[src/cae_pkg.sv]
/*
 * Shared execute-unit constants and types.
 * Assumes a 16-bit word-addressed program counter.
 */
package cae_pkg;

    // Program counter and flag register
    localparam logic [15:0] PC_RESET = 16'h0000;
    localparam logic [7:0] FLAGS_RESET = 8'h00;

    // Positions in the status_flags_register
    localparam int FLAG_C = 0;
    localparam int FLAG_Z = 1;
    localparam int FLAG_N = 2;
    localparam int FLAG_V = 3;
    localparam int FLAG_S = 4;
    localparam int FLAG_H = 5;
    localparam int FLAG_T = 6;
    localparam int FLAG_I = 7;

    // Flags touched by each instruction group
    localparam logic [7:0] MASK_ARITH = 8'h2F; // H V N Z C
    localparam logic [7:0] MASK_WORD = 8'h1F;  // S V N Z C
    localparam logic [7:0] MASK_LOGIC = 8'h0E; // V N Z
    localparam logic [7:0] MASK_NONE = 8'h00;
    localparam logic [7:0] MASK_ALL_ONES = 8'hFF;

    // Program counter steps
    localparam logic [15:0] PC_STEP_ONE = 16'h0001;
    localparam logic [15:0] PC_STEP_TWO = 16'h0002;
    localparam logic [15:0] PC_STEP_THREE = 16'h0003;

    // Cycle counts
    localparam logic [2:0] CYC_ONE = 3'h1;
    localparam logic [2:0] CYC_WORD = 3'h2;
    localparam logic [2:0] CYC_REL_JUMP = 3'h2;
    localparam logic [2:0] CYC_REL_CALL = 3'h3;
    localparam logic [2:0] CYC_IND_JUMP = 3'h2;
    localparam logic [2:0] CYC_IND_CALL = 3'h3;
    localparam logic [2:0] CYC_DIR_JUMP = 3'h3;
    localparam logic [2:0] CYC_DIR_CALL = 3'h4;
    localparam logic [2:0] CYC_RETURN = 3'h4;
    localparam logic [2:0] CYC_SKIP_ONE = 3'h2;
    localparam logic [2:0] CYC_SKIP_TWO = 3'h3;
    localparam logic [2:0] CYC_BR_TAKEN = 3'h2;

    typedef enum logic [3:0] {
        FN_ADD, FN_SUB, FN_AND, FN_OR, FN_XOR, FN_INC, FN_DEC,
        FN_WADD, FN_WSUB, FN_NONE
    } cae_alu_fn_t;

    typedef enum logic [5:0] {
        OP_ADD, OP_ADD_CARRY, OP_WORD_ADD_IMMEDIATE, OP_WORD_SUB_IMMEDIATE,
        OP_SUB, OP_SUB_CONST, OP_SUB_WITH_BORROW, OP_SUB_CONST_WITH_BORROW,
        OP_AND, OP_AND_CONST, OP_OR, OP_OR_CONST, OP_XOR_REGS,
        OP_SET_REG_BITS, OP_CLEAR_REG_BITS, OP_INC, OP_DEC,
        OP_ZERO_MINUS_TEST, OP_CLEAR_REG,
        OP_RELATIVE_JUMP, OP_RELATIVE_CALL, OP_INDIRECT_JUMP,
        OP_INDIRECT_CALL, OP_DIRECT_JUMP, OP_DIRECT_CALL,
        OP_SUBROUTINE_RETURN, OP_INTERRUPT_RETURN,
        OP_COMPARE_SKIP_EQUAL, OP_COMPARE, OP_COMPARE_WITH_CARRY,
        OP_COMPARE_IMMEDIATE, OP_SKIP_REG_BIT_CLEAR, OP_SKIP_REG_BIT_SET,
        OP_SKIP_IO_BIT_CLEAR, OP_SKIP_IO_BIT_SET,
        OP_BRANCH_FLAG_SET, OP_BRANCH_FLAG_CLEAR,
        OP_BRANCH_EQUAL, OP_BRANCH_NOT_EQUAL
    } cae_op_t;

endpackage : cae_pkg

[src/cae_alu.sv]
/*
 * Combinational byte and word ALU with fresh flags.
 * Assumes the caller masks which flags land.
 */
`timescale 1ns/1ns
module cae_alu import cae_pkg::*; (
    // Function and operands
    input cae_alu_fn_t fn_in,
    input logic [7:0] a_in,
    input logic [7:0] b_in,
    input logic [15:0] word_in,
    input logic carry_in,
    // Zero chaining for borrow forms
    input logic zero_in,
    input logic keep_zero_in,
    // Results
    output logic [7:0] res_out,
    output logic [15:0] word_res_out,
    output logic [7:0] flags_out
);
    logic [8:0] sum9;
    logic [8:0] dif9;
    logic [16:0] wsum;
    logic [16:0] wdif;
    logic c;
    logic h;
    logic v;
    logic n;
    logic z;

    // Wide sums keep the carry out of bit 7 or 15
    assign sum9 = {1'b0, a_in} + {1'b0, b_in} + {8'h00, carry_in};
    assign dif9 = {1'b0, a_in} - {1'b0, b_in} - {8'h00, carry_in};
    assign wsum = {1'b0, word_in} + {9'h000, b_in};
    assign wdif = {1'b0, word_in} - {9'h000, b_in};

    // Result and flag terms per function
    always_comb begin
        res_out = 8'h00;
        word_res_out = 16'h0000;
        c = 1'b0;
        h = 1'b0;
        v = 1'b0;
        case (fn_in)
            FN_ADD: begin
                res_out = sum9[7:0];
                c = sum9[8];
                h = (a_in[3] & b_in[3]) | (b_in[3] & ~res_out[3])
                    | (~res_out[3] & a_in[3]);
                v = (a_in[7] & b_in[7] & ~res_out[7])
                    | (~a_in[7] & ~b_in[7] & res_out[7]);
            end
            FN_SUB: begin
                res_out = dif9[7:0];
                c = dif9[8];
                h = (~a_in[3] & b_in[3]) | (b_in[3] & res_out[3])
                    | (res_out[3] & ~a_in[3]);
                v = (a_in[7] & ~b_in[7] & ~res_out[7])
                    | (~a_in[7] & b_in[7] & res_out[7]);
            end
            FN_AND: res_out = a_in & b_in;
            FN_OR: res_out = a_in | b_in;
            FN_XOR: res_out = a_in ^ b_in;
            FN_INC: begin
                res_out = a_in + 8'h01;
                v = (res_out == 8'h80);
            end
            FN_DEC: begin
                res_out = a_in - 8'h01;
                v = (res_out == 8'h7F);
            end
            FN_WADD: begin
                word_res_out = wsum[15:0];
                c = wsum[16];
                v = ~word_in[15] & word_res_out[15];
            end
            FN_WSUB: begin
                word_res_out = wdif[15:0];
                c = wdif[16];
                v = word_in[15] & ~word_res_out[15];
            end
            default: res_out = 8'h00;
        endcase
    end

    // Word forms judge sign and zero on all sixteen bits
    wire word_fn = fn_in inside {FN_WADD, FN_WSUB};
    assign n = word_fn ? word_res_out[15] : res_out[7];
    assign z = word_fn ? (word_res_out == 16'h0000)
               : ((res_out == 8'h00) & (~keep_zero_in | zero_in));

    // Pack flags at their positions
    always_comb begin
        flags_out = 8'h00;
        flags_out[FLAG_C] = c;
        flags_out[FLAG_Z] = z;
        flags_out[FLAG_N] = n;
        flags_out[FLAG_V] = v;
        flags_out[FLAG_S] = n ^ v;
        flags_out[FLAG_H] = h;
    end

endmodule : cae_alu

[src/cae_execute_unit.sv]
/*
 * Execute stage: ALU, jumps, skips, branches, PC and status flags.
 * Assumes fetch gives decoded ops, ready operands and the popped PC.
 */
// What this block does
// - Byte add, carry form too, one cycle.
// - Word add or subtract constant, two cycles.
// - Byte subtract, borrow forms too, one cycle.
// - AND, OR and XOR, one cycle, Z N V.
// - Increment, decrement, test, clear, one cycle.
// - Set bits by OR, clear by AND with 0xFF minus mask.
// - Relative jump two cycles, call three with push.
// - Indirect jump and call from Z, two and three.
// - Direct jump three, call and returns four; I set on interrupt return.
// - Skip next when two registers are equal.
// - Compare by subtraction, result dropped.
// - Skip on working register bit.
// - Skip on I/O register bit.
// - Branch on chosen flag set or clear.
// - Branch on Z set or clear.
`timescale 1ns/1ns
module cae_execute_unit import cae_pkg::*; (
    // Clock and reset
    input logic ref_clk_in,
    input logic rst_n_in,
    // Instruction handshake
    input logic op_valid_in,
    input cae_op_t op_code_in,
    output logic ready_out,
    // Operands
    input logic [7:0] rd_val_in,
    input logic [7:0] rr_val_in,
    input logic [7:0] imm_in,
    input logic [15:0] word_val_in,
    input logic [2:0] bit_sel_in,
    input logic [7:0] io_val_in,
    input logic [2:0] flag_sel_in,
    input logic [15:0] offset_in,
    input logic [15:0] abs_target_in,
    input logic [15:0] z_ptr_in,
    input logic [15:0] stack_pc_in,
    input logic next_two_word_in,
    // Register file write-back
    output logic [7:0] result_out,
    output logic [15:0] result_word_out,
    output logic result_we_out,
    output logic word_we_out,
    // Stack
    output logic push_out,
    output logic [15:0] push_data_out,
    output logic pop_out,
    // Core state
    output logic [15:0] pc_out,
    output logic [7:0] flags_out,
    output logic done_out,
    output logic [2:0] cycles_out
);
    typedef enum logic {ST_READY, ST_WAIT} cae_state_t;

    function automatic cae_alu_fn_t op_fn(input cae_op_t op);
        case (op)
            OP_ADD, OP_ADD_CARRY: op_fn = FN_ADD;
            OP_WORD_ADD_IMMEDIATE: op_fn = FN_WADD;
            OP_WORD_SUB_IMMEDIATE: op_fn = FN_WSUB;
            OP_SUB, OP_SUB_CONST, OP_SUB_WITH_BORROW,
            OP_SUB_CONST_WITH_BORROW, OP_COMPARE, OP_COMPARE_WITH_CARRY,
            OP_COMPARE_IMMEDIATE: op_fn = FN_SUB;
            OP_AND, OP_AND_CONST, OP_CLEAR_REG_BITS,
            OP_ZERO_MINUS_TEST: op_fn = FN_AND;
            OP_OR, OP_OR_CONST, OP_SET_REG_BITS: op_fn = FN_OR;
            OP_XOR_REGS, OP_CLEAR_REG: op_fn = FN_XOR;
            OP_INC: op_fn = FN_INC;
            OP_DEC: op_fn = FN_DEC;
            default: op_fn = FN_NONE;
        endcase
    endfunction : op_fn

    // Flags each operation may change; all others hold except I on interrupt return
    function automatic logic [7:0] op_mask(input cae_op_t op);
        case (op_fn(op))
            FN_ADD, FN_SUB: op_mask = MASK_ARITH;
            FN_WADD, FN_WSUB: op_mask = MASK_WORD;
            FN_AND, FN_OR, FN_XOR, FN_INC, FN_DEC: op_mask = MASK_LOGIC;
            default: op_mask = MASK_NONE;
        endcase
    endfunction : op_mask

    cae_state_t state_reg, state_next;
    logic [2:0] cnt_reg, cnt_next;
    logic [15:0] pc_reg;
    logic [7:0] flags_reg;

    wire take = op_valid_in & (state_reg == ST_READY);
    wire uses_imm = op_code_in inside {OP_SUB_CONST,
        OP_SUB_CONST_WITH_BORROW, OP_AND_CONST, OP_OR_CONST,
        OP_SET_REG_BITS, OP_COMPARE_IMMEDIATE, OP_WORD_ADD_IMMEDIATE,
        OP_WORD_SUB_IMMEDIATE};
    wire uses_carry = op_code_in inside {OP_ADD_CARRY, OP_SUB_WITH_BORROW,
        OP_SUB_CONST_WITH_BORROW, OP_COMPARE_WITH_CARRY};
    wire is_compare = op_code_in inside {OP_COMPARE, OP_COMPARE_WITH_CARRY,
        OP_COMPARE_IMMEDIATE};
    wire self_operand = op_code_in inside {OP_ZERO_MINUS_TEST, OP_CLEAR_REG};
    wire is_word = op_code_in inside {OP_WORD_ADD_IMMEDIATE,
        OP_WORD_SUB_IMMEDIATE};
    wire is_skip = op_code_in inside {OP_COMPARE_SKIP_EQUAL,
        OP_SKIP_REG_BIT_CLEAR, OP_SKIP_REG_BIT_SET, OP_SKIP_IO_BIT_CLEAR,
        OP_SKIP_IO_BIT_SET};
    wire is_branch = op_code_in inside {OP_BRANCH_FLAG_SET,
        OP_BRANCH_FLAG_CLEAR, OP_BRANCH_EQUAL, OP_BRANCH_NOT_EQUAL};
    wire is_return = op_code_in inside {OP_SUBROUTINE_RETURN,
        OP_INTERRUPT_RETURN};
    wire is_call = op_code_in inside {OP_RELATIVE_CALL, OP_INDIRECT_CALL,
        OP_DIRECT_CALL};
    wire [7:0] op_mask_w = op_mask(op_code_in);
    wire writes_byte = (op_mask_w != MASK_NONE) & ~is_compare & ~is_word;

    // Clear mask is 0xFF minus constant
    wire [7:0] alu_b = self_operand ? rd_val_in
        : (op_code_in == OP_CLEAR_REG_BITS) ? (MASK_ALL_ONES - imm_in)
        : uses_imm ? imm_in : rr_val_in;
    // Carry only for carry and borrow forms
    wire alu_cin = uses_carry & flags_reg[FLAG_C];
    // Borrow forms chain Z across bytes
    wire keep_zero = uses_carry & (op_code_in != OP_ADD_CARRY);

    logic [7:0] alu_res;
    logic [15:0] alu_word;
    logic [7:0] alu_flags;

    // Shared adder, subtractor and logic unit
    cae_alu u_alu (
        .fn_in(op_fn(op_code_in)),
        .a_in(rd_val_in),
        .b_in(alu_b),
        .word_in(word_val_in),
        .carry_in(alu_cin),
        .zero_in(flags_reg[FLAG_Z]),
        .keep_zero_in(keep_zero),
        .res_out(alu_res),
        .word_res_out(alu_word),
        .flags_out(alu_flags)
    );

    wire reg_bit = rr_val_in[bit_sel_in];
    wire io_bit = io_val_in[bit_sel_in];
    wire skip_go =
        ((op_code_in == OP_COMPARE_SKIP_EQUAL) & (rd_val_in == rr_val_in))
        | ((op_code_in == OP_SKIP_REG_BIT_CLEAR) & ~reg_bit)
        | ((op_code_in == OP_SKIP_REG_BIT_SET) & reg_bit)
        | ((op_code_in == OP_SKIP_IO_BIT_CLEAR) & ~io_bit)
        | ((op_code_in == OP_SKIP_IO_BIT_SET) & io_bit);

    wire sel_flag = flags_reg[flag_sel_in];
    wire branch_go =
        ((op_code_in == OP_BRANCH_FLAG_SET) & sel_flag)
        | ((op_code_in == OP_BRANCH_FLAG_CLEAR) & ~sel_flag)
        // Equal tests Z set, not-equal Z clear
        | ((op_code_in == OP_BRANCH_EQUAL) & flags_reg[FLAG_Z])
        | ((op_code_in == OP_BRANCH_NOT_EQUAL) & ~flags_reg[FLAG_Z]);

    // Program counter candidates
    wire [15:0] pc_plus1 = pc_reg + PC_STEP_ONE;
    wire [15:0] rel_target = pc_reg + offset_in + PC_STEP_ONE;
    wire [15:0] skip_target = pc_reg
        + (next_two_word_in ? PC_STEP_THREE : PC_STEP_TWO);
    wire rel_go = (op_code_in inside {OP_RELATIVE_JUMP, OP_RELATIVE_CALL})
        | branch_go;
    wire ind_go = op_code_in inside {OP_INDIRECT_JUMP, OP_INDIRECT_CALL};
    wire dir_go = op_code_in inside {OP_DIRECT_JUMP, OP_DIRECT_CALL};

    // Relative target is PC plus offset plus one
    wire [15:0] pc_target = is_return ? stack_pc_in
        : ind_go ? z_ptr_in
        : dir_go ? abs_target_in
        : rel_go ? rel_target
        : (is_skip & skip_go) ? skip_target
        : pc_plus1;

    // Direct call returns past its second word
    wire [15:0] return_addr = (op_code_in == OP_DIRECT_CALL)
        ? pc_reg + PC_STEP_TWO : pc_plus1;

    // Cycle cost by class and outcome
    wire [2:0] op_cycles =
        is_word ? CYC_WORD
        : (op_code_in == OP_RELATIVE_JUMP) ? CYC_REL_JUMP
        : (op_code_in == OP_RELATIVE_CALL) ? CYC_REL_CALL
        : (op_code_in == OP_INDIRECT_JUMP) ? CYC_IND_JUMP
        : (op_code_in == OP_INDIRECT_CALL) ? CYC_IND_CALL
        : (op_code_in == OP_DIRECT_JUMP) ? CYC_DIR_JUMP
        : (op_code_in == OP_DIRECT_CALL) ? CYC_DIR_CALL
        : is_return ? CYC_RETURN
        : (is_skip & skip_go) ? (next_two_word_in ? CYC_SKIP_TWO
                                                  : CYC_SKIP_ONE)
        : branch_go ? CYC_BR_TAKEN
        : CYC_ONE;

    wire [7:0] flags_merged = (flags_reg & ~op_mask_w)
        | (alu_flags & op_mask_w);
    wire [7:0] flags_upd = (op_code_in == OP_INTERRUPT_RETURN)
        ? (flags_merged | (8'h01 << FLAG_I)) : flags_merged;

    // Sequencer: accept cycle counts as the first cycle
    always_comb begin
        state_next = state_reg;
        cnt_next = cnt_reg;
        if (state_reg == ST_READY) begin
            if (take && op_cycles != CYC_ONE) begin
                state_next = ST_WAIT;
                cnt_next = op_cycles - CYC_ONE;
            end
        end else begin
            cnt_next = cnt_reg - CYC_ONE;
            if (cnt_reg == CYC_ONE) begin
                state_next = ST_READY;
            end
        end
    end

    // State and counter
    always_ff @(posedge ref_clk_in or negedge rst_n_in) begin
        if (!rst_n_in) begin
            state_reg <= ST_READY;
            cnt_reg <= 3'h0;
            done_out <= 1'b0;
        end else begin
            state_reg <= state_next;
            cnt_reg <= cnt_next;
            done_out <= (take && op_cycles == CYC_ONE)
                || (state_reg == ST_WAIT && cnt_reg == CYC_ONE);
        end
    end

    // PC and flags commit at accept
    always_ff @(posedge ref_clk_in or negedge rst_n_in) begin
        if (!rst_n_in) begin
            pc_reg <= PC_RESET;
            flags_reg <= FLAGS_RESET;
            cycles_out <= 3'h0;
        end else if (take) begin
            pc_reg <= pc_target;
            flags_reg <= flags_upd;
            cycles_out <= op_cycles;
        end
    end

    // Write-back and stack strobes, one cycle each
    always_ff @(posedge ref_clk_in or negedge rst_n_in) begin
        if (!rst_n_in) begin
            result_out <= 8'h00;
            result_word_out <= 16'h0000;
            result_we_out <= 1'b0;
            word_we_out <= 1'b0;
            push_out <= 1'b0;
            push_data_out <= 16'h0000;
            pop_out <= 1'b0;
        end else begin
            result_we_out <= take & writes_byte;
            // Word result written as a pair
            word_we_out <= take & is_word;
            push_out <= take & is_call;
            pop_out <= take & is_return;
            if (take) begin
                result_out <= alu_res;
                result_word_out <= alu_word;
                push_data_out <= return_addr;
            end
        end
    end

    // Outputs
    assign ready_out = (state_reg == ST_READY);
    assign pc_out = pc_reg;
    assign flags_out = flags_reg;

endmodule : cae_execute_unit

[config.mk]
export PLATFORM = sky130hd
export DESIGN_NAME = cae_execute_unit
export DESIGN_NICKNAME = d
export VERILOG_FILES = /design/src/cae_pkg.sv /design/src/cae_alu.sv /design/src/cae_execute_unit.sv
export SDC_FILE = /design/constraint.sdc
export NUM_CORES = 1
export LEC_CHECK = 0
export CORE_MARGIN = 2
export CORE_UTILIZATION = 45
export DETAILED_ROUTE_END_ITERATION = 6
export DONT_BUFFER_PORTS = 1
export GPL_ROUTABILITY_DRIVEN = 0
export HOLD_SLACK_MARGIN = 0.15
export PLACE_DENSITY = 0.6
export SYNTH_ARGS = -nofsm -noshare
export SYNTH_HDL_FRONTEND = slang
export SYNTH_SLANG_ARGS = --single-unit
[constraint.sdc]
create_clock -name ref_clk_in -period 3.6 [get_ports ref_clk_in]
set_input_delay 0.36 -clock ref_clk_in [delete_from_list [all_inputs] [get_ports ref_clk_in]]
set_output_delay 0.36 -clock ref_clk_in [all_outputs]
set_load 0.01 [all_outputs]
======== Word level (Yosys, flattened, before mapping) ========
Memories as Yosys holds them, arrays and structs flattened.
Cells that the tools add are included.
operators by class
  equality and inequality tests ........... 47
  add/subtract/negate cells ............... 16
  $lt $le $gt $ge ......................... 2
  muxes and demuxes ....................... 42
  reductions and logical operators ........ 21
  bitwise operators ....................... 75
operators with widths
  operator               count
  $mux 16                6
  $eq 6x5->1 const B     15
  $pmux 8 s7             1
  $eq 6x6->1 const B     7
  $and 1x1->1            36
  $add 16x1->16 const B  2
  $mux 8                 4
  $pmux 16 s2            1
  $mux 3                 10
  $eq 6x4->1 const B     4
  $eq 6x3->1 const B     3
  $add 16x8->17          1
  $sub 16x8->17          1
  $add 16x16->16         1
  $add 16x2->16          1
  $add 16x2->16 const B  1
  $and 8x8->8            2
  $eq 4x3->1 const B     4
  $logic_not 16->1       1
  $not 1->1              16
  $or 8x8->8             2
  $reduce_bool 2->1      8
  $reduce_bool 8->1      2
  $or 1x1->1             15
  38 further kinds       59
storage, ports and cells
  output and inout bits ................... 73
  register bits after elaboration ......... 76
  bits of input ports ..................... 128
  logic and storage cells ................. 219
  memories ................................ 3
  bits in read-only memories .............. 352
memories
  memory            words  width  read ports  clocked after memory_dff  write ports  line                    RTL
  (name not given)  32     4      1           0                         0            cae_execute_unit.sv:61  case (op)
  (name not given)  32     4      1           0                         0            cae_execute_unit.sv:61
  (name not given)  16     6      1           0                         0            cae_execute_unit.sv:80  case (op_fn(op))

======== Longest topological paths before layout ========
  word-level depth ........................ 22
  mapped depth ............................ 27
  gate-level depth less buffers ........... 25

======== By module ========
Synthesis repeated with hierarchy kept, for this count alone.
unflattened totals
  cell total of the unflattened synthesis .. 1246
  area total of the unflattened synthesis .. 9354.0 um2
modules (own cells, without submodules)
  module            times used  area each (um2)  sequential area each (um2)  cells each
  cae_execute_unit  1           5968.2           1876.8                      755
  cae_alu           1           3385.7           0.0                         491

======== Least setup slack after synthesis ========
No wires, ideal clock.
  path kind ............................... input port to flip-flop
  start ................................... input op_code_in[0]
  end ..................................... register with a tool-made name
  arrival ................................. 4.854 ns
  stages on the path ...................... 23
  path buffers ............................ 1
  path slack .............................. -1.330 ns
  library setup time ...................... 0.076 ns
  data required time ...................... 3.524 ns
  path through ............................ inv_1 ha_1 clkbuf_1 nand4_1 and2_1 a211oi_1 nor2b_1 nor2_1 inv_1 ha_1 a211oi_1 o21ai_0 nand2_1 o21ai_0 and4_1 and3_1 ha_1 a31oi_1 or4_1 nor3_1 nand4_1 a211o_1 o21ai_1
RTL lines
  element      line                    RTL
  from (decl)  cae_execute_unit.sv:28  input cae_op_t op_code_in,

==> metrics.md <==
| Metric | Value |
|---|---|
| Post-synthesis cell type count | 88 |
| Clock Sinks | 75 |
| Largest net degree at the start of global routing | 76 |
| Total GRT Usage | 31.6% |
| Die ar. | 0.0211 sq mm |
| Highest Signal Layer | met4 |
| Crit path DAT | 4.59 ns |
| Share of cells above drive strength 1 | 31.8% |
| Worst-Skew Late Latency | 0.34 ns |
| Max-cap violations | 0 |
| Kind of cell adding the most delay to the critical path | simple AND/OR/NAND/NOR gates |
| Final Instance Area | 0.0122 sq mm |
| Final setup fails | 21 |
| VDD IR max | 261 uV |
| Gr ovfl total | 0 |
| Hold slack | 0.162 ns |
| Fmax | 0.231 GHz |
| Slowest stage delay, CP | 0.47 ns |
| Worst path slowest cell | or4_1 |
| First-pass GRT wire length | 53100 microns |
| Multi-input gate area | 0.00748 sq mm |
| # nets final | 1542 |
| Complex-gate fraction of the synthesized area | 26.4% |
| Buffers on Ports | 0 |
| Sequential Area | 0.00188 sq mm |
| Met3 wire length | 2950 microns |
| Number of fill cells | 1735 |
| Placed cell count | 1541 |
| Diode count | 0 |
| Die Y | 145 microns |
| Fin cells | 1594 |
| Worst Path Max Fanout | 4 |
| Initial core utilization | 46.0% |
| # H-tree levels | 3 |
| Critical setup path kind | in2reg |
| Area Overhead vs Synth | 35.5% |
| Seq cells post-synth | 75 |
| Num ports | 201 |
| Drt via density | 6.10 |
| Post-route DRC | 0 |
| Mux cell area share after synthesis | 6.44% |
| Mapped Area | 0.00897 sq mm |
| Synth Warn # | 0 |
| Final setup margin | -0.727 ns |
| Initial antenna violation count | 0 |
| Leakage power | 5.27 nW |
| Final wirelength | 35000 microns |
| Dpl ws | -0.967 ns |
| Vias in the first global route | 9378 |
| Total chip power | 6.19 mW |
| Clock Path Buffers | 2 |
| CTS root buf | clkbuf_16 |
| Final Hold Fails | 0 |
| CTS Buf Count | 9 |
| R2R setup slack | 0.28 ns |
| Synth Area in XOR/XNOR | 6.83% |
| Hold Crit Class | in2reg |
| Pins over their slew limit | 0 |
| Chip width | 145 microns |
| Hold path depth | 1 |
| Iteration count of the initial detailed-routing pass | 5 |
| Main combinational cell family by area after synthesis | compound AO/OA/AOI/OAI gates |
| R2R Path End | pc_out[14] |
| RSZ-0062 raised after global routing | yes |
| Worst Tran Pin Value | 1.08 ns |
| Status | finished, violations left |
| Row count | 51 |
| Top cell by count, worst path | buf_4 |
| Simple-Gate Fraction of Synth Area | 20.2% |
| Drt initial violations | 748 |
| Mapped Cells | 1144 |
| DR WL met2 | 16900 microns |
| Main synth FF type | dfrtp_1 |
| Period utilisation layout | 120% |
| Number of synthesized flops with an enable pin | 0 |
| Post-synth ARST share | 100% |
| Antenna-violating nets left | 0 |
| Post-Synth Adder-Cell Area | 13.1% |
| WP data required | 3.87 ns |
| Startpoint of the worst register-to-register path | pc_out[0] |
| Area of the core | 0.0195 sq mm |
| Synth Net Count | 1362 |
| Clock skew | 0.0122 ns |
| Failing checks | setup timing |
| Hold Path Origin | stack_pc_in[1] |
| M1 wire length | 14000 microns |
| Placement Cell Area | 0.0109 sq mm |
| Power Dens Cells | 509 mW/mm^2 |
| Seq/Total Area, Yosys | 20.9% |
| CTS tree | built |
| Reg clk slew, reported paths | 0.06 ns |
| Buf+Inv Stages, Crit Path | 6 |
| Synthesized area per cell | 7.85 sq um |
| Via count | 9724 |
| Tmin final | 4.33 ns |
| Rel. slew slack | 27.4% |
| Wirelength per Cell | 22.0 microns |
| Sink of the worst hold path | pc_out[1] |
| Startpoint types | input port |
| Cell depth of the worst flop-to-flop path | 14 |
| DP HPWL | 26700 microns |
| Crit path capture type | register |
cells by family (layout without fill, tap and decap cells):
family,after synthesis,count (layout)
XOR/XNOR,70,70
multiplexers,48,48
adder cells (fa/ha/maj),90,90
AO/OA/AOI/OAI,349,349
AND/OR/NAND/NOR,374,374
buffers and inverters,137,322
other,1,1
flip-flops,75,75
layout make-up:
type	instances	area share [%]
clock inverters	7	0.690
multi-input cells	932	61.5
inverters	75	2.42
well taps	265	2.73
flip-flops and latches	75	15.4
repair buffers	231	15.4
clock buffers	9	1.85
metrics by stage:
| step | setup TNS [ns] | utilization (%) |
|---|---|---|
| after floorplan | -3.24 | - |
| after global placement | -10.91 | 55.6 |
| after detailed placement | -11.50 | 55.6 |
| after CTS | -2.04 | 59.4 |
| after global routing | -9.26 | 62.3 |
| final | -6.27 | 62.3 |
metal layers:
layer / vias to the layer above / GRT usage, %
li1: 4542 / -
met1: 4652 / 40.2
met2: 456 / 53.8
met3: 74 / 5.69
met4: 0 / 11.4
met5: - / 0
synthesized netlist by cell type, types with 7 or more instances:
master | number | share of area (%)
a31oi_1 | 15 | 1.0
a211oi_1 | 16 | 1.3
o22ai_1 | 13 | 0.91
inv_1 | 73 | 3.1
o21ai_1 | 14 | 0.78
nor2b_1 | 14 | 0.98
ha_1 | 83 | 12
mux2i_1 | 29 | 3.2
a22oi_1 | 11 | 0.92
buf_2 | 10 | 0.56
nand3_1 | 28 | 1.6
o21ai_0 | 70 | 3.9
and3_1 | 12 | 0.84
a21oi_1 | 66 | 3.7
nand4_1 | 16 | 1.1
nand2b_1 | 15 | 1.0
o221ai_1 | 11 | 1.1
o21bai_1 | 12 | 1.0
a21o_1 | 13 | 1.1
clkbuf_1 | 44 | 1.8
mux2_2 | 11 | 1.4
or3_1 | 12 | 0.84
fa_1 | 7 | 1.6
dfrtp_1 | 75 | 21
o31ai_1 | 7 | 0.59
xnor2_1 | 48 | 4.7
a221oi_1 | 15 | 1.5
xor2_1 | 22 | 2.1
nor3_1 | 34 | 1.9
nor2_1 | 77 | 3.2
nand2_1 | 129 | 5.4
nor4_1 | 8 | 0.56
o21a_1 | 15 | 1.3
o211ai_1 | 12 | 1.0
layout by cell type (no fill, tap or decap), drive strengths merged, types with 13 or more instances in the layout:
master  instances
nor3           36
dfrtp          75
nand2         129
o21ai          84
xnor2          48
o21a           15
a21o           13
buf           229
o22ai          13
mux2i          30
nand2b         15
nor2b          14
nand3          28
a211oi         16
nor2           79
xor2           22
a31oi          15
nand4          17
ha             83
a221oi         15
a21oi          66
inv            78
what timing repair did:
action	in CTS	in global routing
buffers inserted	19	22
pin swaps	37	49
hold buffers	2	1
setup endpoints to repair	19	24
resized for setup	56	88
hold endpoints to repair	75	1
how the worst max path moves through the flow:
stage                  startpoint       end  cells after the start
floorplan           op_code_in[0]  register                     24
global placement    op_code_in[0]  register                     27
detailed placement  op_code_in[0]  register                     25
CTS                 op_code_in[0]  register                     26
global route        op_code_in[0]  register                     26
finish              op_code_in[0]  register                     26
power breakdown:
part | internal (mW) | total, mW | switching, mW
sequential | 1.20 | 1.72 | 0.521
clock | 0.551 | 0.969 | 0.417
combinational | 1.64 | 3.50 | 1.86
total | 3.39 | 6.19 | 2.80
worst reg2reg max path: stages, from the launching register on:
cell and delay, ns:
dfrtp_1 0.38, inv_1 0.13, ha_1 0.19, inv_1 0.05, fa_1 0.40, a21o_1 0.19
a21oi_2 0.18, o21bai_1 0.12, a31oi_2 0.27, o21ai_0 0.19, o41ai_2 0.30, o21ba_2 0.20
xnor2_1 0.12, a22oi_1 0.16, o41ai_2 0.32
(Power assumes the default switching activity.)
